==> config.mk <==
export PLATFORM = sky130hd
export DESIGN_NAME = tcw_timer
export DESIGN_NICKNAME = d
export VERILOG_FILES = /design/src/hw/tcw_pkg.sv /design/src/hw/tcw_sync.sv /design/src/hw/tcw_timer.sv
export SDC_FILE = /design/constraint.sdc
export NUM_CORES = 1
export LEC_CHECK = 0
export ABC_CLOCK_PERIOD_IN_PS = 2100
export BUFFER_PORTS_ARGS = -buffer_cell sky130_fd_sc_hd__buf_4
export CAP_MARGIN = 25
export CORE_MARGIN = 5
export CORE_UTILIZATION = 54
export DETAILED_ROUTE_END_ITERATION = 8
export GPL_TIMING_DRIVEN = 0
export PLACE_DENSITY = 0.87
export SYNTH_ARGS = -nofsm -noshare
export SYNTH_HDL_FRONTEND = slang
export SYNTH_HIERARCHICAL = 1
export SYNTH_SLANG_ARGS = --single-unit
==> constraint.sdc <==
create_clock -name clk_sys_in -period 2.1 [get_ports clk_sys_in]
set_input_delay 0.105 -clock clk_sys_in [delete_from_list [all_inputs] [get_ports clk_sys_in]]
set_output_delay 0.105 -clock clk_sys_in [all_outputs]
set_load 0.01 [all_outputs]
==> src/hw/tcw_pkg.sv <==
package tcw_pkg;
  // Register port addresses (byte registers)
  localparam logic [1:0] ADDR_CONTROL = 2'h0;
  localparam logic [1:0] ADDR_CMP_LOW = 2'h1;
  localparam logic [1:0] ADDR_CMP_HIGH = 2'h2;
  localparam logic [1:0] ADDR_STATUS = 2'h3;
  // Control field positions
  localparam int CTL_RUN_BIT = 5;
  localparam int CTL_SRC_MSB = 4;
  localparam int CTL_SRC_LSB = 2;
  localparam int CTL_MODE_BIT = 0;
  localparam logic [7:0] CTL_WRITE_MASK = 8'h3d;
  localparam logic [7:0] CONTROL_RESET = 8'h00;
  localparam logic [15:0] COMPARE_RESET = 16'hffff;
  // Source clock codes
  localparam logic [2:0] SRC_TAP_A = 3'h0;
  localparam logic [2:0] SRC_TAP_B = 3'h1;
  localparam logic [2:0] SRC_TAP_C = 3'h2;
  localparam logic [2:0] SRC_TAP_D = 3'h3;
  localparam logic [2:0] SRC_HF = 3'h4;
  localparam logic [2:0] SRC_LF = 3'h5;
  localparam logic [2:0] SRC_PIN = 3'h7;
  // Divider tap positions (edge = carry out of bit n-1)
  localparam int TAP_HF_23 = 23;
  localparam int TAP_HF_13 = 13;
  localparam int TAP_HF_8 = 8;
  localparam int TAP_HF_3 = 3;
  localparam int TAP_LF_15 = 15;
  localparam int TAP_LF_5 = 5;
  localparam int CMP_COARSE_LSB = 11;
endpackage : tcw_pkg

==> src/hw/tcw_sync.sv <==
`timescale 1ns/1ps
module tcw_sync (
  input wire logic clk_sys_in,
  input wire logic rstn_in,
  input wire logic async_in,
  output logic sync_out
);
  logic meta;

  always_ff @(posedge clk_sys_in or negedge rstn_in) begin
    if (!rstn_in) begin
      meta <= 1'b0;
      sync_out <= 1'b0;
    end else begin
      meta <= async_in;
      sync_out <= meta;
    end
  end
endmodule : tcw_sync

==> src/hw/tcw_timer.sv <==
// The register addresses and the plain strobed port are this design's own decisions.
`timescale 1ns/1ps
// Behaviour
// - Start 0 halts and clears counter; start 1 runs it.
// - Normal divider, codes 000..011 fc taps, 101 fs, 111 pin, 110 reserved.
// - Option bit or slow/sleep: 000 fs/2^15, 001 fs/2^5; 100 fc in slow mode two.
// - Mode bit 0 timer or event counter, 1 window mode.
// - Compare updates after low byte then high byte write; in slow mode two with fc, a lone high byte write updates the upper byte.
// - Old compare value used between low and high byte writes.
// - Control bits 7, 6, 1 read undefined; here they read zero.
// - Entering stop mode clears start field and halts counter.
// - Timer mode counts internal clock; match interrupts, clears, resumes.
// - Fc source in slow mode two matches upper five compare bits only.
// - Event mode counts rising pin edges, resuming after match clear.
// - Event mode match detection on falling pin edge.
// - Window mode counts internal clock edges while pin high; match interrupts.
// - Timer mode with fc or fs can time oscillator warm-up.
module tcw_timer
  import tcw_pkg::*;
#(
  parameter int HF_DIV_BITS = 24,
  parameter int LF_DIV_BITS = 16
) (
  input wire logic clk_sys_in,
  input wire logic rstn_in,
  input wire logic hf_tick_in,
  input wire logic lf_tick_in,
  input wire logic divider_option_bit_in,
  input wire logic slow_mode_in,
  input wire logic slow_mode_two_in,
  input wire logic stop_mode_in,
  input wire logic external_count_pin_in,
  input wire logic [1:0] addr_in,
  input wire logic [7:0] wdata_in,
  input wire logic wr_in,
  input wire logic rd_in,
  output logic [7:0] rdata_out,
  output logic match_interrupt_out,
  output logic running_out
);
  logic [7:0] counter_control;
  logic [15:0] compare_value;
  logic [7:0] compare_value_low;
  logic low_pending;
  logic [15:0] count;
  logic [HF_DIV_BITS-1:0] hf_div;
  logic [LF_DIV_BITS-1:0] lf_div;
  logic pin_sync;
  logic pin_prev;
  logic stop_prev;
  logic src_tick;
  logic next_src_tick;
  logic pin_rise;
  logic pin_fall;
  logic run;
  logic window_mode;
  logic coarse_match;
  logic match_hit;
  logic inc_en;
  logic [2:0] src;

  tcw_sync u_pin_sync (
    .clk_sys_in(clk_sys_in),
    .rstn_in(rstn_in),
    .async_in(external_count_pin_in),
    .sync_out(pin_sync)
  );

  assign run = counter_control[CTL_RUN_BIT];
  assign window_mode = counter_control[CTL_MODE_BIT];
  assign src = counter_control[CTL_SRC_MSB:CTL_SRC_LSB];
  assign pin_rise = pin_sync & ~pin_prev;
  assign pin_fall = ~pin_sync & pin_prev;

  // Returns 1 on the tick where a divider's low n bits wrap to zero
  function automatic logic tap_edge(input logic [31:0] div, input int n, input logic tick);
    tap_edge = tick && ((div & ((32'h1 << n) - 32'h1)) == ((32'h1 << n) - 32'h1));
  endfunction : tap_edge

  // Free running prescalers; the counter taps them so it never has its own clock
  always_ff @(posedge clk_sys_in or negedge rstn_in) begin
    if (!rstn_in) begin
      hf_div <= '0;
    end else if (hf_tick_in) begin
      hf_div <= hf_div + 1'b1;
    end
  end

  always_ff @(posedge clk_sys_in or negedge rstn_in) begin
    if (!rstn_in) begin
      lf_div <= '0;
    end else if (lf_tick_in) begin
      lf_div <= lf_div + 1'b1;
    end
  end

  always_comb begin
    logic low_rate;
    logic [31:0] hf_w;
    logic [31:0] lf_w;
    low_rate = divider_option_bit_in | slow_mode_in;
    hf_w = 32'(hf_div);
    lf_w = 32'(lf_div);
    next_src_tick = 1'b0;
    unique case (src)
      SRC_TAP_A: next_src_tick = low_rate ? tap_edge(lf_w, TAP_LF_15, lf_tick_in)
                                          : tap_edge(hf_w, TAP_HF_23, hf_tick_in);
      SRC_TAP_B: next_src_tick = low_rate ? tap_edge(lf_w, TAP_LF_5, lf_tick_in)
                                          : tap_edge(hf_w, TAP_HF_13, hf_tick_in);
      SRC_TAP_C: next_src_tick = !slow_mode_in && tap_edge(hf_w, TAP_HF_8, hf_tick_in);
      SRC_TAP_D: next_src_tick = !slow_mode_in && tap_edge(hf_w, TAP_HF_3, hf_tick_in);
      SRC_HF: next_src_tick = slow_mode_two_in && hf_tick_in;
      SRC_LF: next_src_tick = !slow_mode_in && lf_tick_in;
      default: next_src_tick = 1'b0; // Reserved and pin codes give no internal clock
    endcase
  end

  always_ff @(posedge clk_sys_in or negedge rstn_in) begin
    if (!rstn_in) begin
      src_tick <= 1'b0;
      pin_prev <= 1'b0;
      stop_prev <= 1'b0;
    end else begin
      src_tick <= next_src_tick;
      pin_prev <= pin_sync;
      stop_prev <= stop_mode_in;
    end
  end

  // Coarse compare for fc warm-up in slow mode two
  assign coarse_match = (src == SRC_HF) && slow_mode_two_in;
  assign match_hit = coarse_match ?
    (count[15:CMP_COARSE_LSB] == compare_value[15:CMP_COARSE_LSB]) :
    (count == compare_value);

  always_comb begin
    inc_en = 1'b0;
    if (src == SRC_PIN) begin
      inc_en = window_mode ? 1'b0 : pin_rise;
    end else if (window_mode) begin
      inc_en = src_tick && pin_sync;
    end else begin
      inc_en = src_tick;
    end
  end

  // Counter and match
  always_ff @(posedge clk_sys_in or negedge rstn_in) begin
    if (!rstn_in) begin
      count <= '0;
      match_interrupt_out <= 1'b0;
    end else begin
      match_interrupt_out <= 1'b0;
      if (!run) begin
        count <= '0;
      end else if ((src == SRC_PIN) && !window_mode) begin
        // Event mode checks on the falling edge so the count shows one full pulse
        if (pin_fall && match_hit) begin
          count <= '0;
          match_interrupt_out <= 1'b1;
        end else if (inc_en) begin
          count <= count + 16'h0001;
        end
      end else if (inc_en) begin
        if (match_hit) begin
          count <= '0;
          match_interrupt_out <= 1'b1;
        end else begin
          count <= count + 16'h0001;
        end
      end
    end
  end

  // Control register; stop entry wins over a simultaneous software write
  always_ff @(posedge clk_sys_in or negedge rstn_in) begin
    if (!rstn_in) begin
      counter_control <= CONTROL_RESET;
    end else begin
      if (wr_in && addr_in == ADDR_CONTROL) begin
        counter_control <= wdata_in & CTL_WRITE_MASK;
      end
      if (stop_mode_in && !stop_prev) begin
        counter_control[CTL_RUN_BIT] <= 1'b0;
      end
    end
  end

  // Compare register, ordered byte pair
  always_ff @(posedge clk_sys_in or negedge rstn_in) begin
    if (!rstn_in) begin
      compare_value <= COMPARE_RESET;
      compare_value_low <= '0;
      low_pending <= 1'b0;
    end else if (wr_in && addr_in == ADDR_CMP_LOW) begin
      compare_value_low <= wdata_in;
      low_pending <= 1'b1;
    end else if (wr_in && addr_in == ADDR_CMP_HIGH) begin
      low_pending <= 1'b0;
      if (low_pending) begin
        compare_value <= {wdata_in, compare_value_low};
      end else if (coarse_match) begin
        compare_value[15:8] <= wdata_in;
      end
    end
  end

  always_ff @(posedge clk_sys_in or negedge rstn_in) begin
    if (!rstn_in) begin
      rdata_out <= '0;
    end else if (rd_in) begin
      unique case (addr_in)
        ADDR_CONTROL: rdata_out <= counter_control;
        ADDR_CMP_LOW: rdata_out <= compare_value[7:0];
        ADDR_CMP_HIGH: rdata_out <= compare_value[15:8];
        ADDR_STATUS: rdata_out <= {6'h00, low_pending, run};
      endcase
    end else begin
      rdata_out <= '0;
    end
  end

  always_ff @(posedge clk_sys_in or negedge rstn_in) begin
    if (!rstn_in) begin
      running_out <= 1'b0;
    end else begin
      running_out <= run;
    end
  end
endmodule : tcw_timer

==> metrics.md, run 1 <==
| Metric | Value |
|---|---|
| Avg Vias per Cell | `5.91` |
| Mapped Area | `around 0.0047 sq mm` |
| Initial antenna violation count | `0` |
| Psw | `1.51 mW` |
| Row cnt | `34` |
| Unique cell type count in the Yosys netlist | `50` |
| Initial core utilization | `54.6%` |
| Async S/R FF share, synth | `100%` |
| Max FO, Critical Path | `5` |
| Final Hold Viols | `0` |
| Setup TNS | `-2.71 ns` |
| Leakage power | `roughly 2.6 nW` |
| CP Class | `reg -> reg` |
| CTS tree | `yes` |
| Comb pwr share | `22.4%` |
| H-tree depth | `3` |
| Worst hold stages | `2` |
| P per Cell Area | `885 mW/mm^2` |
| Hold path start | `hf_tick_in` |
| GRT Total Usage | `~20%` |
| Placed cell area | `around 0.005 sq mm` |
| Post-route ant nets | `0` |
| Number of enable flip-flop cells after synthesis | `0` |
| Compound-gate portion of the synthesized area | `8.02%` |
| Period minus WS final | `between 2 and 2.5 ns` |
| Height of the die | `roughly 100 um` |
| I/O Buffers | `25` |
| Layout cell share with drive strength beyond 1 | `between 30% and 40%` |
| Die area | `between 0.01 and 0.015 sq mm` |
| Reg-to-reg startpoint | `compare_value[1]` |
| CP required | `between 2 and 2.5 ns` |
| Clk slew on worst S/H paths | `0.09 ns` |
| Average size of a mapped cell | `11.6 sq um` |
| RSZ-0062 raised after global routing | `yes` |
| Fin crit share | `110%` |
| FMAX | `approximately 430 MHz` |
| Most frequent cells in the layout | `dfrtp_1 (77), buf_4 (39), mux2_2 (34)` |
| Final instance area | `0.00562 sq mm` |
| R2r setup slk | `-0.21 ns` |
| Clock network power share | `between 20% and 30%` |
| Data arrival time of the worst path | `around 2.6 ns` |
| Simple-Gate Fraction of Synth Area | `between 10% and 20%` |
| Remaining Overflow, GRT | `0` |
| Sequential share of the synthesized area | `53.2%` |
| Worst Hold End | `hf_div[0]` |
| CTS Buffer Depth | `2` |
| WL/cell | `approximately 18 um` |
| Seq pwr share | `between 50% and 60%` |
| Number of synthesized register bits | `99` |
| Failing checks | `setup timing` |
| Final worst slack | `-0.213 ns` |
| Synthesized Nets | `about 430` |
| Multi-input logic area | `roughly 0.0022 sq mm` |
| Vias | `between 3000 and 4000` |
| Ys flop type | `dfrtp_1` |
| CTS Root Cell | `clkbuf_8` |
| Clock skew | `0.0138 ns` |
| Max-cap viol count | `0` |
| Area growth from synthesis to final layout | `19.8%` |
| Int Power | `between 3 and 4 mW` |
| DR DRC count | `0` |
| Post-synthesis xor/xnor area fraction | `a little under a tenth` |
| Syn Inst Count | `just over 400` |
| IO Pins | `31` |
| Fin. max-slew vios | `0` |
| Layout Utilization | `65.4%` |
| Worst-margin pin slew | `between 0.7 and 0.8 ns` |
| Reg-to-Reg End | `count[12]` |
| Total CTS buffers | `9` |
| First-pass GRT wire length | `about 17000 um` |
| Worst VDD drop | `roughly 0.63 mV` |
| Largest net degree at the start of global routing | `64` |
| Critical Path Start Type | `register` |
| First DRT Iteration DRCs | `195` |
| Total power draw | `4.97 mW` |
| Relative slew margins | `a little under half` |
| Min-delay worst type | `in -> reg` |
| # diodes | `0` |
| GP Congestion | `approximately 0.83` |
| Fillers | `approximately 600` |
| Vias in the first global route | `3480` |
| Switch share | `30.3%` |
| Final setup viols | `17` |
| TritonRoute pass-1 iters | `5` |
| Fin nets | `~500` |
| Status | `complete, but fails checks` |
| Core outline area | `about 0.0086 sq mm` |
| Most common cell after layout, fill and taps aside | `dfrtp_1` |
| Clk_lat worst skew | `~0.37 ns` |
| Die W | `103 um` |
| Crit end category | `register` |
| Synth Warn # | `6` |
| FF+latch area | `between 0.002 and 0.003 sq mm` |
| Combinational family with the most area after synthesis | `simple AND/OR/NAND/NOR gates` |
| Adder-cell share of the synthesized area | `1.33%` |
| Final WL | `10300 um` |
| DPL Wire Length | `6710 um` |
| Mux cell area share after synthesis | `around a tenth` |
| Worst Reg2Reg Path Length in Cells | `7` |
| Number of clock sinks | `between 90 and 100` |
-- kinds of logic after synthesis --
family	count (synthesis)
flip-flops	99
buffers and inverters	14
AND/OR/NAND/NOR	149
XOR/XNOR	50
AO/OA/AOI/OAI	46
multiplexers	40
adder cells (fa/ha/maj)	5
-- sequential cells by signal, indices dropped and copies added (netlist names) --
register             count
compare_value           16
u_pin_sync/sync_out      1
low_pending              1
compare_value_low        8
hf_div                  23
stop_prev                1
u_pin_sync/meta          1
rdata_out                8
lf_div                  15
src_tick                 1
counter_control          5
pin_prev                 1
running_out              1
count                   16
match_interrupt_out      1
-- worst max-delay path: stages, from the launching register on --
cell and delay, ns:
dfstp_2 0.59, xor2_2 0.08, nor4_2 0.34, nand3_1 0.18, a211o_4 0.37, and2_4 0.19, buf_6 0.13, a221o_1 0.32
-- metrics by stage --
step,worst slack [ns],hold slack [ns],std cells
2_1_floorplan,-0.0351,-0.191,403
3_3_place_gp,-0.198,0.215,536
3_5_place_dp,-0.267,0.105,537
4_1_cts,-0.139,0.0431,583
5_1_grt,-0.273,0.0517,585
6_report,-0.213,0.0511,585
-- power groups by stage --
stage / registers [mW] / logic (mW) / clock network (mW)
after floorplan: 2.61 / 0.662 / 0
after global placement: 2.70 / 0.843 / 0
after detailed placement: 2.72 / 0.904 / 0
after CTS: 2.69 / 1.04 / 1.18
after global routing: 2.74 / 1.23 / 1.26
final: 2.70 / 1.12 / 1.16
-- worst max-delay path by stage --
stage | from | end | slack (ns)
after floorplan | compare_value[15] | count[6] | -0.04
after global placement | compare_value[1] | count[12] | -0.20
after detailed placement | count[9] | count[12] | -0.27
after CTS | compare_value[12] | count[12] | -0.14
after global routing | count[3] | count[12] | -0.27
final | compare_value[1] | count[12] | -0.21
-- what timing repair did --
item	in CTS	in global routing
gates cloned	1	0
hold endpoints to repair	64	0
gates resized for setup	17	14
setup buffers	17	3
hold buffers	12	0
setup endpoints to repair	17	26
pin swaps	11	7
-- cell usage after synthesis (4+ instances only) --
master	number	area, sq um
nand4_1	11	68.8
and4_1	4	35.0
nand2_1	30	113
dfstp_2	16	420
a22oi_1	4	30.0
a21oi_1	8	40.0
nor2_1	26	97.6
ha_1	5	62.6
inv_1	5	18.8
o21ai_0	6	30.0
nor3_1	4	20.0
and3_1	18	113
nand3_1	18	90.1
xnor2_1	23	201
nor2b_1	7	43.8
dfrtp_1	83	2080
and2_1	7	43.8
xor2_1	27	236
clkbuf_1	6	22.5
mux2_2	34	383
a221o_1	8	80.1
nor4_1	4	25.0
mux2i_1	5	50.1
-- layer usage --
| layer | GRT usage, % | wire length [um] |
|---|---|---|
| met3 | 4.49 | 550 |
| met2 | 34.4 | 5280 |
| met5 | 0 | 0 |
| met1 | 26.7 | 4270 |
| met4 | 5.58 | 185 |
-- layout make-up --
class | instances | area share, %
Sequential cell | 99 | 44.5
Tap cell | 108 | 2.40
Clock buffer | 15 | 3.14
Inverter | 5 | 0.334
Clock inverter | 1 | 0.134
Multi-Input combinational cell | 290 | 39.5
Timing Repair Buffer | 58 | 9.03
Buffer | 9 | 0.912
(Power assumes the default switching activity.)
==> run 2, diff against run 1 <==
ABC_CLOCK_PERIOD_IN_PS = 2750   (was 2100)
CORE_UTILIZATION = 55   (was 54)
PLACE_DENSITY = 0.85   (was 0.87)
REMOVE_ABC_BUFFERS = 1   (was unset)
clock period = 2.75 ns   (was 2.1 ns; I/O delays follow)
==> run 2 against run 1 <==
Effect of this change: the run now ends clean; routed wire length fell by 13%; clock power shrank 10%; design area fell by 5.4%; combinational power is 39% lower; sequential power down 24%; flip-flop and latch count did not move; die area is 1.6% lower; count of clock-buffer cells in the layout down 3; critical path type unchanged; largest cell class unchanged; largest power group unchanged.
==> metrics.md, run 2 (synthesized netlist as in run 1, its figures left out) <==
| Metric | Value |
|---|---|
| Slowest stage delay, CP | `0.58 ns (about the same)` |
| Avg Vias per Cell | `5.74 (-2.9%)` |
| Clk slew on worst S/H paths | `0.09 ns (about the same)` |
| Crit path cell chain | `xnor2_1, nand2_1, or4_4, a211o_4, a21boi_2, mux2_2` |
| Critical Path Start Type | `register` |
| Initial antenna violation count | `0 (unchanged)` |
| Vias in the first global route | `3133 (-10%)` |
| Clock skew | `0.0102 ns (-0.00355 ns)` |
| # diodes | `0 (unchanged)` |
| Row cnt | `33 (-2.9%)` |
| CTS Root Cell | `clkbuf_8` |
| Worst-margin pin slew | `0.828 ns (+0.0416 ns)` |
| Worst Reg2Reg Path Length in Cells | `6 (-1)` |
| Final Hold Viols | `0 (unchanged)` |
| First DRT Iteration DRCs | `152 (-22%)` |
| Crit end category | `register` |
| Worst VDD drop | `0.645 mV (+2.9%)` |
| Final setup viols | `0 (-17)` |
| Clk_lat worst skew | `0.36 ns (about the same)` |
| P per Cell Area | `711 mW/mm^2 (-20%)` |
| H-tree depth | `3 (unchanged)` |
| # resized after CTS | `0 (-17)` |
| Number of clock sinks | `99 (unchanged)` |
| Final worst slack | `0.177 ns (+0.390 ns)` |
| RSZ-0062 raised after global routing | `no` |
| Largest Register | `hf_div` |
| Most frequent cells in the layout | `dfrtp_1 (83), mux2_2 (34), buf_4 (31)` |
| I/O Buffers | `30 (+20%)` |
| CP Class | `reg -> reg` |
| DR DRC count | `0 (unchanged)` |
| CP required | `3.05 ns (+0.70 ns)` |
| Leakage power | `2.49 nW (-4.9%)` |
| Pre-CTS setup slack | `-0.0591 ns (+0.208 ns)` |
| Fillers | `625 (+4.3%)` |
| Worst hold stages | `2 (unchanged)` |
| Max FO, Critical Path | `16 (+11)` |
| Fin. max-slew vios | `0 (unchanged)` |
| Period minus WS final | `2.57 ns (+0.260 ns)` |
| Layout cell share with drive strength beyond 1 | `25.3% (-5.5 points)` |
| Post-route ant nets | `0 (unchanged)` |
| Data arrival time of the worst path | `2.88 ns (+0.32 ns)` |
| Top flop regs | `hf_div x23, compare_value x16, count x16` |
| Initial core utilization | `56.8% (+2.2 points)` |
| Remaining Overflow, GRT | `0 (unchanged)` |
| Min-delay worst type | `in -> reg` |
| CTS Buffer Depth | `2 (unchanged)` |
| Core outline area | `0.00826 sq mm (-3.9%)` |
| CTS tree | `yes` |
| DPL Wire Length | `6570 um (-2.1%)` |
| Max-cap viol count | `0 (unchanged)` |
| R2r setup slk | `0.18 ns (+0.39 ns)` |
| Largest net degree at the start of global routing | `59 (-7.8%)` |
| Height of the die | `102 um (-0.82%)` |
| Most common cell after layout, fill and taps aside | `dfrtp_1` |
| Fin nets | `468 (-6.0%)` |
| TritonRoute pass-1 iters | `4 (-1)` |
| GP Congestion | `0.838 (+1.4%)` |
| Critical-path top delay cell | `dfstp_2` |
| FMAX | `389 MHz (-10%)` |
| Area growth from synthesis to final layout | `13.3%` |
| Die area | `0.0105 sq mm (-1.6%)` |
| Total CTS buffers | `9 (unchanged)` |
| WL/cell | `16.1 um (-8.2%)` |
| Vias | `3170 (-8.4%)` |
| Fin crit share | `93.6% (-17 points)` |
| Relative slew margins | `44.5% (-2.9 points)` |
| Die W | `102 um (-0.82%)` |
| GRT Total Usage | `18.9% (-1.5 points)` |
| Final WL | `8910 um (-13%)` |
| Inst Count DP | `530 (-1.3%)` |
| Largest register FFs | `23 (unchanged)` |
| Final std cells w/o fill | `552 (-5.6%)` |
| Status | `finished clean` |
| IO Pins | `31 (unchanged)` |
| Layout Utilization | `64.4% (-1.0 points)` |
| First-pass GRT wire length | `15400 um (-9.2%)` |
## run 2: cell types whose count changed in the layout (fill, tap and decap cells not counted), moves of 2 or more
cell | before | now
dfrtp_1 | 77 | 83
nor4_2 | 2 | 0
bufinv_16 | 0 | 2
clkbuf_1 | 8 | 1
buf_4 | 39 | 31
buf_6 | 8 | 0
dlygate4sd3_1 | 12 | 5
nor4_1 | 1 | 4
dfrtp_2 | 6 | 0
## run 2: power breakdown
group | total (mW) | switching, mW | internal [mW]
clock network | 1.04 | 0.481 | 0.563
logic | 0.682 | 0.305 | 0.377
registers | 2.06 | 0.278 | 1.78
## run 2: critical path: cells and delay by family (launching register included)
family / cells / cell delay [ns]
xor+xnor: 1 / 0.12
flops: 1 / 0.58
mux: 1 / 0.28
compound gates: 2 / 0.93
simple gates: 2 / 0.62
## run 2: routing by layer
metal	share of wire, %	GRT usage [%]	vias up	wire [um]
met5	0	0	-	0
met4	1.4	8.38	0	126
met3	3.7	3.34	13	334
met2	50	30.0	54	4480
met1	45	25.6	1583	3970
li1	-	-	1520	-
## run 2: per-stage QoR
step	hold WS (ns)	power (mW)	TNS [ns]	area, sq um
3_5_place_dp	0.156	2.75	-0.572	5030
5_1_grt	0.00140	4.00	0	5320
2_1_floorplan	-0.158	2.48	0	4650
4_1_cts	0.000570	3.81	0	5300
3_3_place_gp	0.248	2.69	0	5000
6_report	0.00876	3.78	0	5320
## run 2: worst paths after layout
| path | startpoint | end |
|---|---|---|
| setup / recovery | compare_value[14] | count[0] |
| hold / removal | wdata_in[1] | compare_value_low[1] |
| setup reg to reg | compare_value[14] | count[0] |
| hold reg to reg | u_pin_sync/meta | u_pin_sync/sync_out |
| max in group asynchronous | rstn_in | compare_value[11] |
| min in group asynchronous | rstn_in | compare_value_low[1] |
## run 2: final cells by class
cell class | count | area [sq um] | share of cell area (%)
flip-flops and latches | 99 | 2500 | 47.0
multi-input cells | 290 | 2130 | 40.1
repair buffers | 37 | 310 | 5.84
clock buffers | 12 | 155 | 2.92
well taps | 105 | 131 | 2.47
clock inverters | 4 | 73.8 | 1.39
inverters | 5 | 18.8 | 0.353
## run 2: timing repair
item                       CTS  global route
setup buffers                1             0
hold buffers                 3             2
setup endpoints to repair   16             0
hold endpoints to repair    37             3
==> run 3, diff against run 2 <==
SYNTH_HIERARCHICAL = unset   (was 1)
==> run 3 against run 2 <==
Effect of this change: worst hold slack gained 0.017 ns; design area grew 1.7%; synthesized cell count rose by 1.2%; final cell count is 1.1% higher; highest routed layer unchanged; first-iteration DRC count fell by 35%.
==> metrics.md, run 3 <==
| Metric | Value |
|---|---|
| Status | `finished clean` |
| Pre-CTS setup slack | `0.296 ns (+0.355 ns)` |
| Number of synthesized register bits | `99 (unchanged)` |
| Core outline area | `0.00859 sq mm (+4.1%)` |
| Final Hold Viols | `0 (unchanged)` |
| Final worst slack | `0.244 ns (+0.0673 ns)` |
| Clk slew on worst S/H paths | `0.11 ns (+0.02 ns)` |
| Synth area leaders | `dfrtp_1 (43%), dfstp_2 (8.8%), mux2_2 (5.9%), xnor2_1 (5.7%), xor2_1 (3.5%)` |
| WL/cell | `16.1 um (-0.52%)` |
| Fin nets | `471 (+0.64%)` |
| Yosys top cell by area | `dfrtp_1` |
| Average size of a mapped cell | `11.8 sq um (+0.99%)` |
| Min-delay worst type | `in -> reg` |
| Most common cell after layout, fill and taps aside | `dfrtp_1` |
| FMAX | `399 MHz (+2.7%)` |
| Total CTS buffers | `9 (unchanged)` |
| GP Congestion | `0.850 (+1.4%)` |
| CP required | `3.06 ns (about the same)` |
| Layout Utilization | `62.9% (-1.5 points)` |
| Fin. max-slew vios | `0 (unchanged)` |
| First DRT Iteration DRCs | `99 (-35%)` |
| Max FO, Critical Path | `16 (unchanged)` |
| Ys flop type | `dfrtp_1` |
| Largest Register | `hf_div` |
| Area growth from synthesis to final layout | `12.7%` |
| # diodes | `0 (unchanged)` |
| Initial antenna violation count | `0 (unchanged)` |
| Largest net degree at the start of global routing | `76 (+29%)` |
| Combinational family with the most area after synthesis | `simple AND/OR/NAND/NOR gates` |
| Die W | `103 um (+1.0%)` |
| Simple-Gate Fraction of Synth Area | `16.7% (-0.35 points)` |
| Final instance area | `0.00541 sq mm (+1.7%)` |
| Unique cell type count in the Yosys netlist | `57 (+14%)` |
| TritonRoute pass-1 iters | `4 (unchanged)` |
| # resized after CTS | `0 (unchanged)` |
| Number of clock sinks | `99 (unchanged)` |
| Count leader, synth | `dfrtp_1` |
| Total power draw | `3.81 mW (+0.59%)` |
| Inst Count DP | `532 (+0.38%)` |
| Hold WS | `0.0255 ns (+0.0167 ns)` |
| Mapped Area | `0.00480 sq mm (+2.2%)` |
| Synth cell count leaders | `dfrtp_1 (83), xnor2_1 (31), nor2_1 (28)` |
| Remaining Overflow, GRT | `0 (unchanged)` |
| CTS Buffer Depth | `2 (unchanged)` |
| Final WL | `8960 um (+0.56%)` |
| Adder-cell share of the synthesized area | `1.30% (-0.029 points)` |
| RSZ-0062 raised after global routing | `no` |
| Clk_lat worst skew | `0.37 ns (about the same)` |
| Critical Path Start Type | `register` |
| Period minus WS final | `2.51 ns (-0.0673 ns)` |
| IO Pins | `31 (unchanged)` |
| Height of the die | `103 um (+1.0%)` |
| Max-cap viol count | `0 (unchanged)` |
| Crit end category | `register` |
| Async S/R FF share, synth | `100% (unchanged)` |
| P per Cell Area | `704 mW/mm^2 (-1.1%)` |
| Final std cells w/o fill | `558 (+1.1%)` |
| Fin crit share | `91.1% (-2.4 points)` |
| Compound-gate portion of the synthesized area | `8.76% (+0.74 points)` |
| Syn Inst Count | `408 (+1.2%)` |
| Most frequent cells in the layout | `dfrtp_1 (83), xnor2_1 (31), buf_4 (30)` |
| Leakage power | `2.42 nW (-2.6%)` |
| Top flop regs | `hf_div x23, compare_value x16, count x16` |
| Setup TNS | `0 ns (unchanged)` |
| Number of enable flip-flop cells after synthesis | `0 (unchanged)` |
| Post-synthesis xor/xnor area fraction | `9.13% (-0.20 points)` |
| Mux cell area share after synthesis | `9.49% (-0.21 points)` |
| CTS Root Cell | `clkbuf_8` |
| GRT Total Usage | `18.5% (-0.40 points)` |
| Layout cell share with drive strength beyond 1 | `23.3% (-1.9 points)` |
| Synth Warn # | `0 (-6)` |
| Final setup viols | `0 (unchanged)` |
| Worst VDD drop | `0.467 mV (-28%)` |
| Avg Vias per Cell | `5.73 (-0.20%)` |
| Row cnt | `34 (+3.0%)` |
| Vias in the first global route | `3213 (+2.6%)` |
| Largest register FFs | `23 (unchanged)` |
| CTS tree | `yes` |
| First-pass GRT wire length | `15500 um (+0.67%)` |
| CP Class | `reg -> reg` |
| Placed cell area | `0.00509 sq mm (+1.1%)` |
| DPL Wire Length | `6520 um (-0.80%)` |
| DR DRC count | `0 (unchanged)` |
| Initial core utilization | `55.8% (-0.99 points)` |
| I/O Buffers | `30 (unchanged)` |
| Data arrival time of the worst path | `2.81 ns (-0.07 ns)` |
| Clock skew | `0.0127 ns (+0.00247 ns)` |
| Die area | `0.0107 sq mm (+2.0%)` |
| Relative slew margins | `34.6% (-9.9 points)` |
| Sequential share of the synthesized area | `52.0% (-1.2 points)` |
| Post-synth top area share | `43.3% (-0.97 points)` |
| Worst-margin pin slew | `0.979 ns (+0.150 ns)` |
| Post-route ant nets | `0 (unchanged)` |
| H-tree depth | `3 (unchanged)` |
| Vias | `3198 (+0.88%)` |
run 3: cell types whose count changed in the layout (fill, tap and decap cells not counted), moves of 6 or more:
cell     change
a22o_1      +11
and3_1       -7
mux2_1       +9
mux2_2       -9
nand2_1      -6
nand3_1      +8
xnor2_1      +8
xor2_1       -8
run 3: final cells by class:
cell class | count | area [sq um]
tap | 108 | 135
inverter | 7 | 26.3
fill | 702 | 3190
sequential | 99 | 2500
multi-input combinational | 287 | 2180
clock inverter | 7 | 95.1
clock buffer | 9 | 124
timing repair buffer | 41 | 353
run 3: cell families (layout without fill, tap and decap cells):
group / Yosys count / count (layout)
simple gates: 144 / 144
buf+inv: 22 / 64
fa+ha+maj: 5 / 5
compound gates: 48 / 48
flops: 99 / 99
xor+xnor: 50 / 50
mux: 40 / 40
run 3: worst paths after layout:
kind                                    start                    to  slack (ns)  cells past startpoint
max in group asynchronous             rstn_in     compare_value[13]        1.84                      3
max                        counter_control[4]              count[0]        0.24                      6
max reg2reg                counter_control[4]              count[0]        0.24                      6
min                               wdata_in[5]  compare_value_low[5]        0.03                      2
min in group asynchronous             rstn_in           low_pending        0.22                      2
min reg2reg                   u_pin_sync.meta   u_pin_sync.sync_out        0.37                      0
run 3: report_power, final:
group          switching, mW  leakage [nW]  internal (mW)
combinational          0.357          1.05          0.419
sequential             0.267          1.26           1.78
clock                  0.539         0.110          0.446
run 3: critical path: stages (launching register included):
cell and delay [ns]:
dfrtp_1 0.46, nor2b_1 0.17, and3b_1 0.30, nand2b_1 0.20, o211ai_2 0.53, a21boi_4 0.55, mux2_2 0.24
run 3: metal layers:
layer | global-route usage (%) | wire [um]
met5 | 0 | 0
met4 | 5.98 | 130
met3 | 4.56 | 357
met2 | 30.7 | 4650
met1 | 24.0 | 3830
run 3: what timing repair did:
| action | in CTS | in global routing |
|---|---|---|
| endpoints found under the setup margin | 0 | 0 |
| hold buffers | 9 | 1 |
| buffers inserted | 0 | 0 |
| hold endpoints to repair | 35 | 2 |
